`src/irq_vec_pkg.sv`:
```
// constants shared by the vector address logic: table spacing, vector
// numbers of reset and nine sources and ten fixed addresses of the larger table.
// assumes word addressing of program memory, vector number 1 is reset.

package irq_vec_pkg;

   // ==========================================================
   // geometry
   // ==========================================================
   localparam int NUM_SRC = 25;            // interrupt sources, no reset
   localparam int ADDR_W = 13;             // word address width
   localparam int NUM_W = 5;               // vector number width
   localparam int SPACE_LARGE = 2;         // words per slot, larger part
   localparam int SPACE_SMALL = 1;         // words per slot, smaller part
   localparam logic [ADDR_W-1:0] RESET_ADDR = 13'h0000;

   // ==========================================================
   // vector numbers (slot index is number minus one)
   // ==========================================================
   localparam logic [NUM_W-1:0] VEC_RESET = 5'h01;
   localparam logic [NUM_W-1:0] VEC_EXT0 = 5'h02;  // first interrupt
   localparam logic [NUM_W-1:0] VEC_PCHG0 = 5'h04;
   localparam logic [NUM_W-1:0] VEC_TIM2A = 5'h08;
   localparam logic [NUM_W-1:0] VEC_TIM1CAP = 5'h0b;
   localparam logic [NUM_W-1:0] VEC_TIM0A = 5'h0f;
   localparam logic [NUM_W-1:0] VEC_SPI = 5'h12;
   localparam logic [NUM_W-1:0] VEC_USART_RX = 5'h13;
   localparam logic [NUM_W-1:0] VEC_ADC = 5'h16;
   localparam logic [NUM_W-1:0] VEC_SPM = 5'h1a;   // last interrupt

   // ==========================================================
   // fixed addresses of the larger base table
   // ==========================================================
   localparam logic [ADDR_W-1:0] ADDR_EXT0 = 13'h0002;
   localparam logic [ADDR_W-1:0] ADDR_EXT1 = 13'h0004;
   localparam logic [ADDR_W-1:0] ADDR_PCHG0 = 13'h0006;
   localparam logic [ADDR_W-1:0] ADDR_TIM2A = 13'h000e;
   localparam logic [ADDR_W-1:0] ADDR_TIM1CAP = 13'h0014;
   localparam logic [ADDR_W-1:0] ADDR_TIM0A = 13'h001c;
   localparam logic [ADDR_W-1:0] ADDR_SPI = 13'h0022;
   localparam logic [ADDR_W-1:0] ADDR_USART_RX = 13'h0024;
   localparam logic [ADDR_W-1:0] ADDR_ADC = 13'h002a;
   localparam logic [ADDR_W-1:0] ADDR_SPM = 13'h0032;

   // smaller part, 2K boot section
   localparam logic [ADDR_W-1:0] BOOT_2K_SMALL = 13'h0c00;
   localparam logic [ADDR_W-1:0] ADDR_SMALL_FIRST = 13'h0c01;
   localparam logic [ADDR_W-1:0] ADDR_SMALL_LAST = 13'h0c19;

endpackage

```
`src/irq_priority_pick.sv`:
```
// lowest-numbered pending request picker.
// assumes request bit 0 is the source with the lowest vector number.
`timescale 1ns/100ps
`default_nettype none

module irq_priority_pick #(
   parameter int N = 25,
   parameter int IW = 5
) (
   input wire logic [N-1:0] pend,
   output logic any,
   output logic [IW-1:0] idx
);

   // ==========================================================
   // scan from the top so the lowest set bit wins
   // ==========================================================
   always_comb begin
      any = 1'b0;
      idx = '0;
      for (int i = N - 1; i >= 0; i--) begin
         if (pend[i]) begin
            any = 1'b1;
            idx = IW'(i);
         end
      end
   end

endmodule
`default_nettype wire

```
`src/vector_addr_gen.sv`:
```
// program address of a vector slot, for either table layout.
// assumes the boot section start arrives as a word address.
`timescale 1ns/100ps
`default_nettype none

module vector_addr_gen #(
   parameter bit LARGE = 1'b1,
   parameter int AW = 13
) (
   input wire logic [4:0] slot,
   input wire logic is_reset,
   input wire logic boot_reset_fuse,
   input wire logic vector_relocate_bit,
   input wire logic [AW-1:0] boot_start,
   output logic [AW-1:0] addr
);

   logic [AW-1:0] offset; // slot times spacing
   logic [AW-1:0] base;   // table origin

   // ==========================================================
   // reset entry and relocated table origin
   // ==========================================================
   always_comb begin
      // larger part uses two-word jumps, smaller one-word jumps
      offset = LARGE ? AW'({slot, 1'b0}) : AW'(slot);
      if (is_reset) begin
         // fuse reads 1 while unprogrammed
         base = boot_reset_fuse ? irq_vec_pkg::RESET_ADDR : boot_start;
         addr = base;
      end else begin
         base = vector_relocate_bit ? boot_start : irq_vec_pkg::RESET_ADDR;
         addr = AW'(base + offset);
      end
   end

endmodule
`default_nettype wire

```
`src/interrupt_vector_map.sv`:
```
// reset and interrupt vector address generator for the core fetch unit.
// assumes requests are levels held by their sources until acknowledged,
// and that fuse, relocation bit and boot start are quasi-static.
`timescale 1ns/100ps
`default_nettype none

module interrupt_vector_map #(
   parameter bit LARGE_VARIANT = 1'b1,
   parameter int N = irq_vec_pkg::NUM_SRC,
   parameter int AW = irq_vec_pkg::ADDR_W
) (
   input wire logic core_clk,
   input wire logic rst_n,
   input wire logic [N-1:0] irq_req,
   input wire logic irq_enable,
   input wire logic boot_reset_fuse,
   input wire logic vector_relocate_bit,
   input wire logic [AW-1:0] boot_start,
   input wire logic vector_take,
   output logic fetch_valid_r,
   output logic [AW-1:0] fetch_addr_r,
   output logic [4:0] fetch_num_r,
   output logic fetch_is_reset_r,
   output logic [N-1:0] irq_ack_r
);

   // ==========================================================
   // types and decode helpers
   // ==========================================================
   typedef enum logic [1:0] {
      ST_BOOT,  // offer the reset entry once
      ST_IDLE,  // wait for an enabled request
      ST_OFFER  // hold vector until the core takes it
   } vec_state_e;

   // one-hot acknowledge for a vector number
   function automatic logic [N-1:0] ack_of(input logic [4:0] num);
      logic [4:0] src;
      src = 5'(num - irq_vec_pkg::VEC_EXT0);
      ack_of = '0;
      ack_of[src] = 1'b1;
   endfunction

   vec_state_e state_r;        // offer sequencer
   vec_state_e state_nxt;      // its next value
   logic [N-1:0] pend;         // enabled requests not yet acknowledged
   logic any_pend;             // a request is waiting
   logic [4:0] win_idx;        // lowest pending source index
   logic [4:0] slot;           // table slot to translate
   logic load_reset;           // capture the reset entry
   logic load_irq;             // capture an interrupt entry
   logic taken;                // core consumed the offer
   logic [AW-1:0] gen_addr;    // translated address

   // ==========================================================
   // request qualification and arbitration
   // ==========================================================
   // masking the bit just acknowledged avoids a double take while
   // the source is still dropping its level
   always_comb begin
      pend = irq_req & ~irq_ack_r & {N{irq_enable}};
   end

   irq_priority_pick #(
      .N(N),
      .IW(5)
   ) u_pick (
      .pend(pend),
      .any(any_pend),
      .idx(win_idx)
   );

   // ==========================================================
   // address translation
   // ==========================================================
   always_comb begin
      load_reset = (state_r == ST_BOOT);
      load_irq = (state_r == ST_IDLE) && any_pend;
      taken = (state_r == ST_OFFER) && vector_take;
      // slot 0 is the reset entry, sources follow one slot each
      slot = load_reset ? 5'h00 : 5'(win_idx + 5'h01);
   end

   vector_addr_gen #(
      .LARGE(LARGE_VARIANT),
      .AW(AW)
   ) u_addr (
      .slot(slot),
      .is_reset(load_reset),
      .boot_reset_fuse(boot_reset_fuse),
      .vector_relocate_bit(vector_relocate_bit),
      .boot_start(boot_start),
      .addr(gen_addr)
   );

   // ==========================================================
   // sequencer
   // ==========================================================
   always_comb begin
      state_nxt = state_r;
      unique case (state_r)
         ST_BOOT: begin
            state_nxt = ST_OFFER;
         end
         ST_IDLE: begin
            // nothing moves until an enabled request is pending
            if (any_pend) begin
               state_nxt = ST_OFFER;
            end
         end
         ST_OFFER: begin
            if (vector_take) begin
               state_nxt = ST_IDLE;
            end
         end
      endcase
   end

   // state register
   always_ff @(posedge core_clk or negedge rst_n) begin
      if (!rst_n) begin
         state_r <= ST_BOOT;
      end else begin
         state_r <= state_nxt;
      end
   end

   // ==========================================================
   // fetch offer towards the core
   // ==========================================================
   // address is frozen while offered, so a late change of the
   // relocation bit cannot tear a fetch in progress
   always_ff @(posedge core_clk or negedge rst_n) begin
      if (!rst_n) begin
         fetch_valid_r <= 1'b0;
         fetch_addr_r <= '0;
         fetch_num_r <= 5'h00;
         fetch_is_reset_r <= 1'b0;
      end else if (load_reset) begin
         fetch_valid_r <= 1'b1;
         fetch_addr_r <= gen_addr;
         fetch_num_r <= irq_vec_pkg::VEC_RESET;
         fetch_is_reset_r <= 1'b1;
      end else if (load_irq) begin
         fetch_valid_r <= 1'b1;
         fetch_addr_r <= gen_addr;
         fetch_num_r <= 5'(win_idx + irq_vec_pkg::VEC_EXT0);
         fetch_is_reset_r <= 1'b0;
      end else if (taken) begin
         fetch_valid_r <= 1'b0;
      end
   end

   // ==========================================================
   // acknowledge back to the requesting source
   // ==========================================================
   // one-cycle pulse; the reset entry has no source to clear
   always_ff @(posedge core_clk or negedge rst_n) begin
      if (!rst_n) begin
         irq_ack_r <= '0;
      end else if (taken && !fetch_is_reset_r) begin
         irq_ack_r <= ack_of(fetch_num_r);
      end else begin
         irq_ack_r <= '0;
      end
   end

   logic valid_d_r; // offer level one cycle ago
   logic new_irq;   // an interrupt offer appears this cycle

   // delayed offer level; a plain flop so the fresh-offer flag can be
   // built in ordinary logic and shared by several checks
   always_ff @(posedge core_clk or negedge rst_n) begin
      if (!rst_n) begin
         valid_d_r <= 1'b0;
      end else begin
         valid_d_r <= fetch_valid_r;
      end
   end

   // fresh interrupt offer: level high now, low one cycle ago
   always_comb begin
      new_irq = fetch_valid_r && !valid_d_r && !fetch_is_reset_r;
   end
endmodule
`default_nettype wire

```
`config.mk`:
```
export PLATFORM = sky130hd
export DESIGN_NAME = interrupt_vector_map
export DESIGN_NICKNAME = d
export VERILOG_FILES = /design/src/irq_vec_pkg.sv /design/src/irq_priority_pick.sv /design/src/vector_addr_gen.sv /design/src/interrupt_vector_map.sv
export SDC_FILE = /design/constraint.sdc
export NUM_CORES = 1
export LEC_CHECK = 0
export ABC_AREA = 1
export BUFFER_PORTS_ARGS = -buffer_cell sky130_fd_sc_hd__buf_2
export CAP_MARGIN = 20
export CORE_MARGIN = 1.5
export CORE_UTILIZATION = 40
export CTS_BUF_LIST = sky130_fd_sc_hd__clkbuf_2 sky130_fd_sc_hd__clkbuf_4 sky130_fd_sc_hd__clkbuf_8
export CTS_CLUSTER_DIAMETER = 50
export DETAILED_ROUTE_END_ITERATION = 6
export PLACE_DENSITY_LB_ADDON = 0.12
export SKIP_LAST_GASP = 1
export SLEW_MARGIN = 20
export SYNTH_ARGS = -nofsm -noshare
export SYNTH_HDL_FRONTEND = slang
export SYNTH_SLANG_ARGS = --single-unit
```
`constraint.sdc`:
```
create_clock -name core_clk -period 4 [get_ports core_clk]
set_input_delay 0 -clock core_clk [delete_from_list [all_inputs] [get_ports core_clk]]
set_output_delay 0 -clock core_clk [all_outputs]
set_load 0.02 [all_outputs]
```
==> flow_summary.yaml <==
outcome:
  status: "completed"
detailed_routing:
  via_per_inst: 4.80
  met3_length_um: 423
  post_drt_wl_per_cell_um: 12.9
  vias: 2823
  met2_length_mm: 3.45
  routed_wl_mm: 7.57
  met1Wirelength_mm: 3.59
  drcViolationCount: 0
  top_layer_used: "met4"
  firstDrtPassIters: 6
  drt_iter0_drc: 106
  ant_nets: 0
worst_setup_path:
  worstPathMaxFanout: 4
  path_depth: 33
  r2r_slack_ns: 0.27
  reg2reg_to: "fetch_addr_r[12]"
  worstReg2RegStart: "irq_ack_r[23]"
  end_kind: "flip-flop"
  path_common_cell: "nand2_1"
  path_buf_inv: 0
  r2r_cells: 33
  worst-endpoint-arrival_ns: 3.91
  crit_family: "simple AND/OR/NAND/NOR gates"
  crit_type: "reg -> reg"
  required_ns: 4.17
  crit_path_max_incr_delay_ns: 0.41
  worst_path_max_delay_cell: "dfrtp_1"
  critPathLaunchType: "flip-flop"
min_path:
  hold_start: "boot_start[8]"
  hp-class: "in -> reg"
  worstHoldEndpoint: "fetch_addr_r[8]"
  hold_depth: 3
timing:
  tightest_slew_ns: 0.884
  hold_viol_final: 0
  clock.fmax_mhz: 268
  fin_ws_ns: 0.269
  drv_slew: 0
  grt_setup_unrepaired: "true"
  fin_worst_skew_ns: 0.0107
  setup_violations: 0
  final.period_utilization: 0.933
  min_period_ns: 3.73
  maxSlewHeadroom: 0.409
logic_synthesis:
  ys_types: 37
  ys_ff_latch: 47
  ys.flop_type: "dfrtp_1"
  syn_avg_cell_area_sq_um: 7.40
  syn-num-nets: 444
  syn_inst: 391
  synth.top_cell.area_share: 0.407
  yosysSeqAreaShare: 0.407
  netlist_area_sq_um: 2890
  synth.area.top_cells: "dfrtp_1 41%, nand2_1 14%, nor2_1 9.1%, inv_1 5.1%, nor2_2 3.9%"
  async_flop_share: 1.00
  yosys_warnings: 0
  synth-edff-count: 0
  yosysTopAreaCell: "dfrtp_1"
finish:
  drive_gt1_frac: 0.329
  nNetsFinal: 546
  area_growth_syn_to_layout_pct: 26.8
  diodes: 0
power:
  peakVddDrop_v: 0.000217
  power_leakage_nw: 1.94
  total_power_mw: 1.34
  p_per_area_nw_per_um2: 366
clock_network:
  cts-root-buf: "clkbuf_8"
  cts_tree: "built"
  htreeDepth: 2
  cts_buffer_depth: 2
  clock-sinks: 47
  path_clk_slew_ns: 0.09
  cts_buffers: 5
  clock_latency_ns: 0.30
run:
  maxCapViolCount: 0
floorplanning:
  pin_count: 89
  die_y_um: 88.0
  core_area_sq_um: 6910
  die_x_um: 88.0
  initial_core_util: 0.419
  num_rows: 30
  dieArea_sq_um: 7750
grt:
  gr-total-overflow: 0
  grt_pass1_wl_mm: 12.2
  first_global_vias: 2698
  grt_max_degree: 48
  track_usage: 0.204
  antenna_found_initial: 0
placed_design:
  numPortBuffers: 88
  place_congestion: 0.820
  place_ws_ns: 0.209
  hpwl_mm: 5.66
cell type report:
cell class                      instances  area (sq um)
Fill cell                             724          3240
Multi-Input combinational cell        295          1580
Inverter                               43           161
Timing Repair Buffer                  101           558
Clock buffer                            6          76.3
Tap cell                               96           120
Sequential cell                        47          1180
layer usage:
| layer | GRT usage | vias to the layer above |
|---|---|---|
| li1 | - | 1430 |
| met1 | 0.292 | 1297 |
| met2 | 0.314 | 86 |
| met3 | 0.0349 | 10 |
| met4 | 0.0668 | 0 |
| met5 | 0 | - |
synthesized netlist by cell type, types with 2 or more instances:
library cell and n:
nand3_1 17, inv_1 39, nand2_1 106, xor2_1 4
xnor2_1 2, o21ai_0 9, nor2_4 4, clkbuf_1 2
a21oi_2 4, buf_4 2, o211ai_1 2, nand2_2 6
or2_2 2, dfrtp_1 47, ha_1 8, nand3b_1 2
o21ai_1 4, nor2_2 18, a21oi_1 13, a31oi_1 2
a31oi_2 2, inv_2 4, nor3_1 6, nor2_1 70
buf_6 2, nand4_1 3
cell families (layout without fill, tap and decap cells):
logic type / Yosys count / in the layout / synth area share
flops: 47 / 47 / 0.407
buf+inv: 49 / 150 / 0.0714
xor+xnor: 6 / 6 / 0.0182
simple gates: 237 / 237 / 0.363
fa+ha+maj: 9 / 9 / 0.0415
compound gates: 43 / 43 / 0.0995
worst max path at each step:
| stage | startpoint | to | slack (ns) |
|---|---|---|---|
| 6_report | irq_ack_r[23] | fetch_addr_r[12] | 0.27 |
| 5_1_grt | irq_ack_r[22] | fetch_addr_r[12] | -0.10 |
| 4_1_cts | irq_ack_r[22] | fetch_addr_r[12] | 0.22 |
| 3_5_place_dp | irq_enable | fetch_addr_r[12] | 0.21 |
| 3_3_place_gp | irq_ack_r[22] | fetch_addr_r[12] | 0.26 |
| 2_1_floorplan | irq_ack_r[22] | fetch_addr_r[12] | 0.66 |
repair_timing:
action / CTS / global route
hold buffers: 7 / 0
endpoints found under the setup margin: 0 / 4
buffers inserted: 0 / 5
hold endpoints to repair: 53 / 0
gates resized for setup: 0 / 19
where the power goes:
part           internal (mW)  total, mW  leakage [nW]  switching (mW)
combinational          0.176      0.494          1.28           0.318
sequential             0.531      0.570         0.618          0.0383
clock                  0.124      0.278        0.0406           0.155
total                  0.831       1.34          1.94           0.511
flip-flops by register name (all words and copies together), names as in the netlist:
register	flops
fetch_addr_r	13
fetch_is_reset_r	1
fetch_num_r	5
fetch_valid_r	1
irq_ack_r	25
state_r	2
cell usage in the layout (no fill, tap or decap), types with 2 or more instances in the layout:
cell type,n
buf_4,7
a21oi_1,10
nor2_2,20
buf_2,87
a31oi_2,2
nor2_1,68
nor3_2,2
inv_1,37
nand3_2,2
ha_1,7
xor2_1,4
nand4_1,3
o21ai_2,2
nand2_2,10
nand2_1,102
o211ai_1,2
o21ai_1,4
clkbuf_8,5
nand3b_1,2
a21oi_2,7
nand3_1,15
nor2_4,4
dfrtp_1,47
dlygate4sd3_1,7
inv_2,6
a31oi_1,2
nor3_1,5
or2_2,2
o21ai_0,8
worst min-delay path: cells and delay by family:
family | cells | cell delay (ns)
AO/OA/AOI/OAI | 2 | 0.18
buffers and inverters | 1 | 0.10
metrics by stage:
| step | instances | TNS (ns) | instance area, sq um | utilization | hold WS [ns] |
|---|---|---|---|---|---|
| finish | 588 | 0 | 3670 | 0.531 | 0.00444 |
| global route | 588 | -0.151 | 3670 | 0.531 | 0.0348 |
| CTS | 583 | 0 | 3560 | 0.516 | 0.00472 |
| detailed placement | 570 | 0 | 3420 | 0.495 | 0.249 |
| global placement | 570 | 0 | 3420 | 0.495 | 0.247 |
| floorplan | 391 | 0 | 2890 | - | -0.296 |
Note: power is estimated with default switching activity, not from simulation.
